## config.mk

```make
export PLATFORM = sky130hd
export DESIGN_NAME = hmc_halt_ctrl
export DESIGN_NICKNAME = d
export VERILOG_FILES = /design/src/inc/hmc_pkg.sv /design/src/logic/hmc_halt_ctrl.sv /design/src/logic/hmc_pin_sync.sv
export SDC_FILE = /design/constraint.sdc
export NUM_CORES = 1
export LEC_CHECK = 0
export ABC_AREA = 1
export BUFFER_PORTS_ARGS = -buffer_cell sky130_fd_sc_hd__buf_2
export CAP_MARGIN = 30
export CORE_ASPECT_RATIO = 1.5
export CORE_MARGIN = 10
export CORE_UTILIZATION = 35
export DETAILED_ROUTE_END_ITERATION = 8
export PLACE_DENSITY = 0.67
export SLEW_MARGIN = 25
export SYNTH_ARGS = -nofsm -noshare
export SYNTH_HDL_FRONTEND = slang
export SYNTH_SLANG_ARGS = --single-unit
```

## constraint.sdc

```tcl
create_clock -name clk_sys_i -period 1.9 [get_ports clk_sys_i]
set_clock_uncertainty 0.05 [all_clocks]
set_input_delay 0.285 -clock clk_sys_i [delete_from_list [all_inputs] [get_ports clk_sys_i]]
set_output_delay 0.285 -clock clk_sys_i [all_outputs]
set_load 0.01 [all_outputs]
```

## src/inc/hmc_pkg.sv

```systemverilog
// Package of constants and types for the HALT-mode clock gating block.
package hmc_pkg;

    // Clock source that is driving the processor when the halt instruction is seen.
    typedef enum logic [1:0] {
        HMC_SRC_HIGH_SPEED,
        HMC_SRC_INTERNAL_OSC,
        HMC_SRC_SUBSYSTEM
    } hmc_src_t;

    // Operating state of the standby controller.
    typedef enum logic [1:0] {
        HMC_ST_RUN,
        HMC_ST_HALT,
        HMC_ST_WAKE
    } hmc_state_t;

    // Count clock selection of the second interval timer, internal_osc_freq / 2^7.
    localparam int unsigned HMC_ITB_DIV_EXP = 7;
    // Synchroniser depth for pin inputs.
    localparam int unsigned HMC_SYNC_STAGES = 3;
    // Reset value of the held port latches.
    localparam logic [7:0]  HMC_PORT_RESET  = 8'h00;

endpackage

```

## src/logic/hmc_halt_ctrl.sv

```systemverilog
// HALT-mode controller: gates the core clock and selects which peripherals keep running.
`timescale 1ns/1ps

module hmc_halt_ctrl
    import hmc_pkg::*;
#(
    parameter int unsigned PORT_W = 8
) (
    // Clock and reset.
    input  wire logic              clk_sys_i,
    input  wire logic              rst_i,
    // Core interface.
    input  wire logic              halt_instr_i,
    input  wire hmc_src_t          cpu_src_i,
    input  wire logic              irq_pending_i,
    // Configuration straps and peripheral status.
    input  wire logic              osc_nonstop_i,
    input  wire logic              timer50_running_i,
    input  wire logic              itb_div7_sel_i,
    input  wire logic              itb_sub_sel_i,
    // Port latch write path from the core.
    input  wire logic              port_we_i,
    input  wire logic [PORT_W-1:0] port_wdata_i,
    // External count pin of the second 8-bit counter.
    input  wire logic              timer51_ext_count_pin,
    // Gating enables.
    output logic                   cpu_clk_en_o,
    output logic                   osc_run_o,
    output logic                   tmr16_en_o,
    output logic                   tmr50_en_o,
    output logic                   tmr51_en_o,
    output logic                   timer51_count_o,
    output logic                   interval_timer_a_en_o,
    output logic                   interval_timer_b_en_o,
    output logic                   wdt_en_o,
    output logic                   in_halt_o,
    output logic [PORT_W-1:0]      port_out_o
);

    // Elaboration check on the port width.
    if (PORT_W < 1 || PORT_W > 32) begin : g_bad_width
        $error("PORT_W must lie between 1 and 32");
    end

    hmc_state_t        state_reg;
    hmc_state_t        state_next;
    hmc_src_t          src_reg;
    logic              cpu_en_reg;
    logic              tmr16_reg;
    logic              tmr50_reg;
    logic              tmr51_reg;
    logic              t51_cnt_reg;
    logic              ita_reg;
    logic              itb_reg;
    logic              wdt_reg;
    logic              halt_reg;
    logic [PORT_W-1:0] port_reg;
    logic              pin_lvl_w;
    logic              pin_prev_reg;

    // The count pin comes from outside, so it is filtered before use.
    hmc_pin_sync #(
        .RESET_VAL (0)
    ) u_pin_sync (
        .clk_sys_i (clk_sys_i),
        .rst_i     (rst_i),
        .pin_i     (timer51_ext_count_pin),
        .level_o   (pin_lvl_w)
    );

    // Decoding of the halt conditions.
    wire halting_w   = (state_reg == HMC_ST_HALT);
    wire enter_w     = (state_reg == HMC_ST_RUN) && halt_instr_i && !irq_pending_i;
    wire wake_w      = halting_w && irq_pending_i;
    wire from_int_w  = (src_reg == HMC_SRC_INTERNAL_OSC);
    wire halt_next_w = (state_next == HMC_ST_HALT);
    wire pin_rise_w  = pin_lvl_w && !pin_prev_reg;

    // Peripheral enables in the next state; internal-oscillator HALT limits them.
    wire int_halt_w  = halt_next_w && (enter_w ? (cpu_src_i == HMC_SRC_INTERNAL_OSC)
                                               : from_int_w);
    wire tmr16_nx_w  = !int_halt_w;
    wire tmr50_nx_w  = !int_halt_w;
    wire tmr51_nx_w  = !int_halt_w;
    wire ita_nx_w    = !int_halt_w || timer50_running_i;
    wire itb_nx_w    = !int_halt_w || (itb_div7_sel_i && !itb_sub_sel_i);
    wire wdt_nx_w    = !int_halt_w || osc_nonstop_i;

    // Next-state logic; the wake state lasts one cycle after exit and refuses halts while the core clock already runs.
    always_comb begin
        state_next = state_reg;
        unique case (state_reg)
            HMC_ST_RUN: begin
                if (enter_w) begin
                    state_next = HMC_ST_HALT;
                end
            end
            HMC_ST_HALT: begin
                if (wake_w) begin
                    state_next = HMC_ST_WAKE;
                end
            end
            HMC_ST_WAKE: begin
                state_next = HMC_ST_RUN;
            end
        endcase
    end

    // State and captured source; reset always lands in run.
    always_ff @(posedge clk_sys_i) begin
        if (rst_i) begin
            state_reg <= HMC_ST_RUN;
            src_reg   <= HMC_SRC_HIGH_SPEED;
        end else begin
            state_reg <= state_next;
            if (enter_w) begin
                src_reg <= cpu_src_i;
            end
        end
    end

    // Core clock gate and peripheral enables, registered so outputs come from flops.
    always_ff @(posedge clk_sys_i) begin
        if (rst_i) begin
            cpu_en_reg <= 1'b1;
            halt_reg   <= 1'b0;
            tmr16_reg  <= 1'b1;
            tmr50_reg  <= 1'b1;
            tmr51_reg  <= 1'b1;
            ita_reg    <= 1'b1;
            itb_reg    <= 1'b1;
            wdt_reg    <= 1'b1;
        end else begin
            cpu_en_reg <= !halt_next_w;
            halt_reg   <= halt_next_w;
            tmr16_reg  <= tmr16_nx_w;
            tmr50_reg  <= tmr50_nx_w;
            tmr51_reg  <= tmr51_nx_w;
            ita_reg    <= ita_nx_w;
            itb_reg    <= itb_nx_w;
            wdt_reg    <= wdt_nx_w;
        end
    end

    // Second 8-bit counter keeps a pin-clocked tick even when its internal clock is cut.
    always_ff @(posedge clk_sys_i) begin
        if (rst_i) begin
            pin_prev_reg <= 1'b0;
            t51_cnt_reg  <= 1'b0;
        end else begin
            pin_prev_reg <= pin_lvl_w;
            t51_cnt_reg  <= pin_rise_w;
        end
    end

    // Port latches accept writes only while the core runs, so pins hold during HALT.
    always_ff @(posedge clk_sys_i) begin
        if (rst_i) begin
            port_reg <= PORT_W'(HMC_PORT_RESET);
        end else if (port_we_i && !halting_w) begin
            port_reg <= port_wdata_i;
        end
    end

    // The oscillator is never stopped by this block; HALT gates the core and, from the internal oscillator, peripheral enables.
    assign osc_run_o             = 1'b1;
    assign cpu_clk_en_o          = cpu_en_reg;
    assign in_halt_o             = halt_reg;
    assign tmr16_en_o            = tmr16_reg;
    assign tmr50_en_o            = tmr50_reg;
    assign tmr51_en_o            = tmr51_reg;
    assign timer51_count_o       = t51_cnt_reg;
    assign interval_timer_a_en_o = ita_reg;
    assign interval_timer_b_en_o = itb_reg;
    assign wdt_en_o              = wdt_reg;
    assign port_out_o            = port_reg;

endmodule

```

## src/logic/hmc_pin_sync.sv

```systemverilog
// Three-stage synchroniser that accepts a change once stages two and three agree.
`timescale 1ns/1ps

module hmc_pin_sync
    import hmc_pkg::*;
#(
    parameter int unsigned RESET_VAL = 0
) (
    // Clock and reset.
    input  wire logic clk_sys_i,
    input  wire logic rst_i,
    // Pin side and filtered level.
    input  wire logic pin_i,
    output logic      level_o
);

    // Elaboration check: a one-bit chain can only reset to a zero or a one.
    if (RESET_VAL > 1) begin : g_bad_reset
        $error("RESET_VAL must be 0 or 1");
    end

    logic s1_reg;
    logic s2_reg;
    logic s3_reg;
    logic level_reg;
    wire  agree_w = (s2_reg == s3_reg);

    // Only the second stage reads the first; the level moves when the last two agree.
    always_ff @(posedge clk_sys_i) begin
        if (rst_i) begin
            s1_reg    <= 1'(RESET_VAL);
            s2_reg    <= 1'(RESET_VAL);
            s3_reg    <= 1'(RESET_VAL);
            level_reg <= 1'(RESET_VAL);
        end else begin
            s1_reg <= pin_i;
            s2_reg <= s1_reg;
            s3_reg <= s2_reg;
            if (agree_w) begin
                level_reg <= s3_reg;
            end
        end
    end

    assign level_o = level_reg;

endmodule
```

Word-level counts from Yosys, hierarchy flattened
Index checks and enable logic that the tools add are counted.
{"block": "totals", "word_cells": 42, "input_bits": 20, "reg_bits": 24}
{"block": "classes", "reduce_logical": 17, "mux": 4, "eq_ne": 6}
{"op": "== test 2 x 1 -> 1 bit (second input constant)", "count": 4}
{"op": "logical AND 1 bit", "count": 7}
{"op": "logical NOT 1 bit", "count": 6}
{"op": "case mux 2 bit (3 select lines)", "count": 1}
{"op": "2-to-1 mux 2 bit", "count": 2}
{"op": "logical OR 1 bit", "count": 3}
{"op": "== test 2 bit (second input constant)", "count": 1}
{"op": "logical NOT 2 bit", "count": 1}
{"op": "== test 1 bit", "count": 1}
{"op": "2-to-1 mux 1 bit", "count": 1}

Logic depth before layout (Yosys ltp)
Gate-level depths: netlist (run 1).
{"block": "depth", "word_depth": 9, "ltp_mapped": 9, "depth_no_buf": 9}

Hierarchy
From an unflattened synthesis (run 1), not the netlist that was laid out.
{"block": "unflattened", "hier_cells": 108, "hier_area_um2": 894.6}
{"module": "hmc_halt_ctrl", "area_each_um2": 773.2, "cells_each": 95, "instances": 1}
{"module": "hmc_pin_sync", "area_each_um2": 121.4, "cells_each": 13, "instances": 1}

Least setup slack after synthesis (run 1)
Ideal clock, no wire load.
{"block": "synth_timing", "kind": "register to register", "start": "register state_reg[0]", "end": "register ita_reg (netlist: interval_timer_a_en_o)", "t_arrival_ns": 1.142, "synth_period_minus_slack_ns": 1.316, "slack_ns": 0.584, "required_time_ns": 1.726, "setup_time_ns": 0.124, "path_stages_with_launch": 9, "path_buffers": 0, "cell_sequence": "dfxtp_1 -> inv_1 -> ha_1 -> nand2_1 -> nand3_1 -> nand2_1 -> nand2_2 -> nor2_4 -> nand3_1"}
{"block": "synth_via", "elab_chain_len": 9, "elab_cells_between_ends": 14, "classes_between": "eq/ne: 3; mux: 4; reduce/logical: 7"}
{"item": "start: declaration", "line": "hmc_halt_ctrl.sv:45", "source": "hmc_state_t state_reg;"}
{"item": "start signal: assignment", "line": "hmc_halt_ctrl.sv:115", "source": "state_reg <= state_next;"}
{"item": "logical NOT 2 bit", "line": "hmc_halt_ctrl.sv:73, hmc_halt_ctrl.sv:92"}
{"item": "logical AND 1 bit (2 in a row)", "line": "hmc_halt_ctrl.sv:73", "source": "wire enter_w = (state_reg == HMC_ST_RUN) && halt_instr_i && !irq_pending_i;"}
{"item": "2-to-1 mux 2 bit", "line": "hmc_halt_ctrl.sv:94", "source": "if (enter_w) begin"}
{"item": "case mux 2 bit (3 select lines)", "line": "hmc_halt_ctrl.sv:92", "source": "unique case (state_reg)"}
{"item": "== test 2 x 1 -> 1 bit", "line": "hmc_halt_ctrl.sv:76", "source": "wire halt_next_w = (state_next == HMC_ST_HALT);"}
{"item": "logical AND 1 bit *", "line": "hmc_halt_ctrl.sv:80", "source": "wire int_halt_w = halt_next_w && (enter_w ? (cpu_src_i == HMC_SRC_INTERNAL_OSC)"}
{"item": "logical NOT 1 bit *", "line": "hmc_halt_ctrl.sv:85", "source": "wire ita_nx_w = !int_halt_w || timer50_running_i;"}
{"item": "logical OR 1 bit *", "line": "hmc_halt_ctrl.sv:85"}
{"item": "end signal: assignment", "line": "hmc_halt_ctrl.sv:139", "source": "ita_reg <= ita_nx_w;"}
{"item": "end: declaration", "line": "hmc_halt_ctrl.sv:53", "source": "logic ita_reg;"}
Every way passes the cells marked *; elsewhere a longest branch is shown, timed or not.
A chain may end at the register's enable or synchronous reset.

Final worst setup path (run 1)
{"block": "layout_timing", "start": "register state_reg[0]", "end": "register itb_reg (netlist: interval_timer_b_en_o)"}
{"block": "layout_via", "elab_chain_len": 9, "elab_cells_between_ends": 14, "classes_between": "eq/ne: 3; mux: 4; reduce/logical: 7"}
{"item": "logical NOT 2 bit", "line": "hmc_halt_ctrl.sv:73, hmc_halt_ctrl.sv:92"}
{"item": "logical AND 1 bit (2 in a row)", "line": "hmc_halt_ctrl.sv:73"}
{"item": "2-to-1 mux 2 bit", "line": "hmc_halt_ctrl.sv:94"}
{"item": "case mux 2 bit (3 select lines)", "line": "hmc_halt_ctrl.sv:92"}
{"item": "== test 2 x 1 -> 1 bit", "line": "hmc_halt_ctrl.sv:76"}
{"item": "logical AND 1 bit *", "line": "hmc_halt_ctrl.sv:80"}
{"item": "logical NOT 1 bit *", "line": "hmc_halt_ctrl.sv:86", "source": "wire itb_nx_w = !int_halt_w || (itb_div7_sel_i && !itb_sub_sel_i);"}
{"item": "logical OR 1 bit *", "line": "hmc_halt_ctrl.sv:86"}
{"item": "end signal: assignment", "line": "hmc_halt_ctrl.sv:140", "source": "itb_reg <= itb_nx_w;"}
{"item": "end: declaration", "line": "hmc_halt_ctrl.sv:54", "source": "logic itb_reg;"}
Marks and branches as above.

==> results of run 1 <==
[worst min-delay path, delay by kind of cell]
kind | cells | cell delay (ns)
buf+inv | 2 | 0.10
simple gates | 1 | 0.06
[cells by family (layout without fill, tap and decap cells)]
family | after synthesis | in the layout | synth area share
other | 1 | 1 | 0.00423
and+or+nand+nor | 49 | 49 | 0.244
AOI/OAI and AO/OA | 12 | 12 | 0.0678
DFF | 24 | 24 | 0.542
buffers and inverters | 21 | 57 | 0.113
adders and majority gates | 2 | 2 | 0.0282
[placed cells by master, fill, tap and decap left out, drive strengths merged]
cell,n
a21oi,3
buf,36
clkbuf,4
conb,1
dfxtp,24
ha,2
inv,17
nand2,15
nand3,7
nor2,26
nor3,1
o21ai,9
[area by class of cell]
class	count	area [sq um]
Fill cell	244	1350
Sequential cell	24	480
Multi-Input combinational cell	64	305
Timing Repair Buffer	36	180
Inverter	17	66.3
Clock buffer	4	36.3
Tap cell	24	30.0
[per-layer routing]
metal | GRT usage | vias up | part of all wire
li1 | - | 400 | -
met1 | 0.0674 | 322 | 0.35
met2 | 0.152 | 29 | 0.48
met3 | 0.0370 | 5 | 0.14
met4 | 0.0550 | 0 | 0.026
met5 | 0 | - | 0
[path summary, 6_finish.rpt]
check	from	to	slack, ns	cells past startpoint
max reg2reg	state_reg[0]	interval_timer_b_en_o	0.48	8
min reg2reg	pin_prev_reg	timer51_count_o	0.35	1
min	osc_nonstop_i	wdt_en_o	0.10	3
max	state_reg[0]	interval_timer_b_en_o	0.48	8
[through the flow]
step | setup WS (ns) | area (sq um) | std cells | util
2_1_floorplan | 0.584 | 886 | 109 | -
3_3_place_gp | 0.538 | 1060 | 165 | 0.434
3_5_place_dp | 0.486 | 1060 | 165 | 0.434
6_report | 0.482 | 1100 | 169 | 0.448
5_1_grt | 0.338 | 1100 | 169 | 0.448
4_1_cts | 0.467 | 1100 | 169 | 0.448
[power breakdown]
group	switching, mW	internal, mW	total [mW]
Combinational	0.0804	0.0552	0.136
Clock	0.149	0.117	0.266
Sequential	0.0111	0.531	0.543
Total	0.241	0.704	0.944
[cells in the mapped netlist (all sizes together)]
master  count  share of area
o21ai       9          0.051
dfxtp      24           0.54
a21oi       3          0.017
conb        1         0.0042
ha          2          0.028
nor3        1         0.0056
buf         4          0.038
nand2      15          0.069
inv        17          0.075
nor2       26           0.12
nand3       7          0.045
==> run metrics, run 1 <==
status=finished clean; Final Hold Fails=0; GRT Util Overall=0.0828; Max Freq=0.705 GHz; cts bufs inserted=3; Worst Path Arrival=1.58 ns; Gates resized, CTS repair=0; global-route wire length before repair=3130 microns; Post-CTS Hold Fix Bufs=0; maximum net fanout on the critical path=6; Final setup viols=0; Clock Latency Late Sink=0.32 ns; YS warnings=0; port bufs=36; Vias=756; cell row count=22; Leak=0.553 nW; CTS Sinks=24; Worst Path Required=2.06 ns; Vias/cell=4.47; Die Ht=81.6 microns; Initial Util=0.362; Crit Path Class=reg2reg; largest net degree at the start of global routing=14; Power Density=860 nW/um^2; routability cong.=0.641; Buf/Inv on CP=1; Residual DRC=0; pins over their slew limit=0; grt total ovfl=0; Largest register FFs=8; part of the Yosys area used for sequential elements=0.542; ANT cells=0; drt first pass iters=4; Root Buffer=clkbuf_4; setup repair bufs after CTS=0; Final min period=1.42 ns; CTS HTree Levels=1; post-synthesis register bit count=24; number of top-level pins=38; RSZ-0062 raised after global routing=no; share of post-route cells with drive strength above 1=0.331; CTS max path bufs=2; dpl hpwl=1630 microns; family with the most delay on the worst path=simple AND/OR/NAND/NOR gates; TritonCTS clock tree=yes; area delta synth->final=24.0%; max_cap viols=0; WL per Instance=11.5 microns; 1st-iter DRT viols=13; CP Launch Type=register; Worst setup EP type=register; worst hold margin=0.102 ns; CP max stage delay=0.38 ns; core area=2450 sq um; Hold Crit Class=in2reg; vias in the first global route=780; CP max stage cell=dfxtp_1; setup_tns=0 ns; Reg clk slew, reported paths=0.12 ns; library cells used by synthesis=19; Die Area=4980 sq um; syn_nets=131; cells after synthesis=109; Overall Power=0.944 mW; initial antenna violation count=0; synthesized area per cell=8.13 sq um; Post-Syn Area=886 sq um; period utilization=0.746; Die W=61.1 microns; remaining antenna violation count=0; Layout Nets=168; peak supply drop=0.511 mV; final WL=1950 microns; worst-path cell chain=inv_1 -> ha_1 -> nand2_1 -> nand3_1 -> nand2_1 -> nand2_2 -> nor2_4 -> nand3_1
Power figures use the tool's default switching activity.
==> inputs of run 2 (changes only) <==
clock period = 1.49 ns   (was 1.9 ns; I/O delays follow)
==> run 2 against run 1 <==
Compared with the run above: clock power grew 25%; first-iteration DRC count did not move; sequential power grew 27%; via count increased by 0.53%.
==> run metrics, run 2 (synthesis gave the netlist of run 1 again) <==
Root Buffer=clkbuf_4; Worst Path Required=1.64 ns; GRT Util Overall=0.0776; CTS max path bufs=2; Critical path origin=state_reg[1]; largest net degree at the start of global routing=14; initial antenna violation count=0; Vias/cell=4.50; Placement Setup Slack=0.0659 ns; ANT cells=0; CP max stage cell=dfxtp_1; Residual DRC=0; CP Launch Type=register; Largest register FFs=8; WL per Instance=11.7 microns; Final min period=1.36 ns; status=finished clean; Die Ht=81.6 microns; 1st-iter DRT viols=13; reg2reg start=state_reg[1]; multi-input logic area=318 sq um; dpl hpwl=1630 microns; worst-path cell chain=inv_1 -> ha_4 -> nand2_1 -> nand3_1 -> nand2_1 -> nand2_2 -> nor2_4 -> nand3_1; Leak=0.553 nW; Vias=760; Hold Path Origin=timer50_running_i; power share of the combinational group=0.150; NetSw=0.302 mW; Clk pwr share=0.276; grt total ovfl=0; Final setup viols=0; finished layout cell area=1110 sq um; Hold Crit Class=in2reg; CP max stage delay=0.33 ns; core area=2450 sq um; Final Hold Fails=0; Die Area=4980 sq um; Worst Path Arrival=1.51 ns; TritonCTS clock tree=yes; Power Density=1080 nW/um^2; cell row count=22; peak supply drop=0.703 mV; Layout Nets=168; Reg clk slew, reported paths=0.12 ns; P_int=0.902 mW; remaining antenna violation count=0; Clock Latency Late Sink=0.30 ns; worst hold margin=0.0468 ns; global-route wire length before repair=3020 microns; Crit Path Class=reg2reg; final setup margin=0.134 ns; Post-CTS Hold Fix Bufs=0; share of post-route cells with drive strength above 1=0.352; Worst setup EP type=register; Post-Place Cell Area=1060 sq um; drt first pass iters=2; Die W=61.1 microns; area delta synth->final=25.6%; port bufs=36; setup repair bufs after CTS=0; pins over their slew limit=0; vias in the first global route=754; CTS HTree Levels=1; most frequent cells in the layout=36 x buf_2, 23 x nor2_1, 23 x dfxtp_1; Max Freq=0.737 GHz; Initial Util=0.362; FF-to-FF setup slack=0.13 ns; commonest non-fill, non-tap cell in the layout=buf_2; maximum net fanout on the critical path=6; max_cap viols=0; share of power burned in registers=0.575; Gates resized, CTS repair=0; cts bufs inserted=3; Sequential Area=482 sq um; CTS Sinks=24; routability cong.=0.641; Net Sw Frac=0.251; period utilization=0.910; Layout fillers=252; number of top-level pins=38; final WL=1970 microns
## run 2: cell counts in the layout (fill, tap and decap cells not counted)
Identical to the previous run, type by type.
## run 2: path summary, 6_finish.rpt
check                     endpoint  cells past startpoint
min          interval_timer_a_en_o                      3
max          interval_timer_b_en_o                      8
max reg2reg  interval_timer_b_en_o                      8
min reg2reg        timer51_count_o                      1
## run 2: per-stage QoR
stage / TNS, ns / std cells / util / total power [mW]
floorplan: 0 / 109 / - / 0.816
global placement: 0 / 165 / 0.434 / 0.876
global route: -0.0214 / 169 / 0.454 / 1.27
detailed placement: 0 / 165 / 0.434 / 0.883
CTS: 0 / 169 / 0.448 / 1.22
finish: 0 / 169 / 0.454 / 1.20
## run 2: metal layers
metal,vias to the layer above,global-route usage,part of all wire
li1,398,-,-
met1,332,0.0629,0.33
met2,28,0.146,0.51
met3,2,0.0463,0.16
met4,0,0.0275,0.0041
met5,-,0,0
## run 2: critical path: cells and delay by family, from the launching register on
family                     cells  cell delay [ns]
and+or+nand+nor                6             0.52
DFF                            1             0.33
adders and majority gates      1             0.23
buffers and inverters          1             0.13
## run 2: cell type report
class / count / area share
timing repair buffer: 36 / 0.162
tap: 24 / 0.0270
inverter: 17 / 0.0596
multi-input combinational: 64 / 0.286
clock buffer: 4 / 0.0326
sequential: 24 / 0.433
## run 2: power by group through the flow
stage / Sequential, mW / Clock (mW) / Combinational, mW
after detailed placement: 0.707 / 0 / 0.177
after global placement: 0.705 / 0 / 0.172
after floorplan: 0.720 / 0 / 0.0960
after CTS: 0.692 / 0.349 / 0.178
final: 0.692 / 0.332 / 0.180
after global routing: 0.697 / 0.371 / 0.207
==> inputs of run 3 (changes only) <==
CTS_CLUSTER_DIAMETER = 100   (was not set)
SETUP_SLACK_MARGIN = 0.15   (was not set)
TNS_END_PERCENT = 50   (was not set)
==> run 3 against run 2 <==
Compared with the run above: design area increased by 4.4%; count of clock-buffer cells in the layout stayed put; die area did not move; sequential share of layout area shrank 1.7 points; worst setup slack better by 0.017 ns; clock power barely moved; total power up 1.6%; critical path depth did not move; wire length grew 1.2%; via count down 0.66%; critical path type unchanged; critical endpoint is now wdt_en_o; largest cell class unchanged; highest routed layer is now met3.
==> run metrics, run 3 (synthesis gave the netlist of run 1 again) <==
pins over their slew limit=0; commonest non-fill, non-tap cell in the layout=buf_2; Post-Place Cell Area=1060 sq um; final WL=1990 microns; CP Launch Type=register; Worst setup EP type=register; Die W=61.1 microns; finished layout cell area=1160 sq um; Die Area=4980 sq um; Power Density=1050 nW/um^2; setup_tns=0 ns; period utilization=0.899; area delta synth->final=31.1%; maximum net fanout on the critical path=6; largest net degree at the start of global routing=14; Max Freq=0.747 GHz; Placement Setup Slack=0.0659 ns; Worst Path Arrival=1.50 ns; max_cap viols=0; setup repair bufs after CTS=0; CTS max path bufs=2; Root Buffer=clkbuf_4; Reg clk slew, reported paths=0.13 ns; Layout Nets=168; 1st-iter DRT viols=10; core area=2450 sq um; Final Hold Fails=0; WL per Instance=11.8 microns; Die Ht=81.6 microns; worst hold margin=0.0333 ns; GRT Util Overall=0.0797; ANT cells=0; CTS Sinks=24; CP max stage cell=dfxtp_2; remaining antenna violation count=0; routed wl met2=1040 microns; initial antenna violation count=0; Final setup viols=0; Crit Path Class=reg2reg; TritonCTS clock tree=yes; dpl hpwl=1630 microns; final setup margin=0.151 ns; global-route wire length before repair=3080 microns; WL met3=304 microns; Clock Latency Late Sink=0.30 ns; peak supply drop=0.724 mV; Worst Path Required=1.65 ns; grt total ovfl=0; Sequential Area=483 sq um; CTS HTree Levels=1; CP max stage delay=0.38 ns; cell row count=22; drt first pass iters=4; wl on met1=654 microns; most frequent cells in the layout=36 x buf_2, 23 x nor2_1, 22 x dfxtp_1; Residual DRC=0; number of top-level pins=38; RSZ-0062 raised after global routing=yes; port bufs=36; Layout fillers=249; Final min period=1.34 ns; vias in the first global route=759; Top cell by count, worst path=nand2_2; Vias=755; cts bufs inserted=3; Hold Crit Class=in2reg; status=finished clean; share of post-route cells with drive strength above 1=0.455; Leak=0.558 nW; Post-CTS Hold Fix Bufs=0; multi-input logic area=363 sq um; Initial Util=0.362; routability cong.=0.641; worst-path cell chain=inv_4 -> ha_4 -> nand2_2 -> nand3_2 -> nand2_2 -> nand2_2 -> nor2_4 -> nand3_2; Vias/cell=4.47; Top Layer Used=met3; Overall Power=1.22 mW; Largest register FFs=8
-- run 3: cell count changes in the layout (fill, tap and decap cells not counted) --
cell	before	now
ha_2	0	1
nand2_2	2	7
inv_1	14	11
nor2_4	1	2
inv_4	1	2
dfxtp_1	23	22
inv_2	2	4
nand3_1	6	1
nand2_1	13	8
ha_1	1	0
nor2_2	2	1
dfxtp_2	1	2
nand3_2	1	6
-- run 3: routing by layer --
| metal | vias to the layer above | track usage |
|---|---|---|
| li1 | 398 | - |
| met1 | 331 | 0.0638 |
| met2 | 26 | 0.152 |
| met3 | 0 | 0.0463 |
| met4 | 0 | 0.0275 |
| met5 | - | 0 |
-- run 3: critical path: cells and delay by family, from the launching register on --
kind | cells | cell delay (ns)
fa+ha+maj | 1 | 0.25
simple gates | 6 | 0.51
flops | 1 | 0.38
buf+inv | 1 | 0.05
-- run 3: report_power, final --
group | switching [mW] | internal, mW
Sequential | 0.0148 | 0.678
Clock | 0.184 | 0.149
Combinational | 0.116 | 0.0810
Total | 0.315 | 0.908
-- run 3: area by class of cell --
cell class | instances | area share
sequential | 24 | 0.416
multi-input combinational | 64 | 0.313
timing repair buffer | 36 | 0.155
inverter | 17 | 0.0593
clock buffer | 4 | 0.0313
tap | 24 | 0.0259
-- run 3: repair_timing --
item                       4_1_cts  5_1_grt
resized for setup                5       15
pin swaps                        1        7
setup endpoints to repair       12       13
-- run 3: path summary, 6_finish.rpt --
path / slack (ns) / end / cells past startpoint / start
worst min register to register: 0.36 / timer51_count_o / 1 / pin_prev_reg
worst min-delay path: 0.03 / wdt_en_o / 3 / osc_nonstop_i
worst max-delay path: 0.15 / wdt_en_o / 8 / state_reg[1]
worst max register to register: 0.15 / wdt_en_o / 8 / state_reg[1]
-- run 3: per-stage QoR --
step | utilization | cells
4_1_cts | 0.454 | 169
5_1_grt | 0.474 | 169
3_3_place_gp | 0.434 | 165
3_5_place_dp | 0.434 | 165
2_1_floorplan | - | 109
6_report | 0.474 | 169
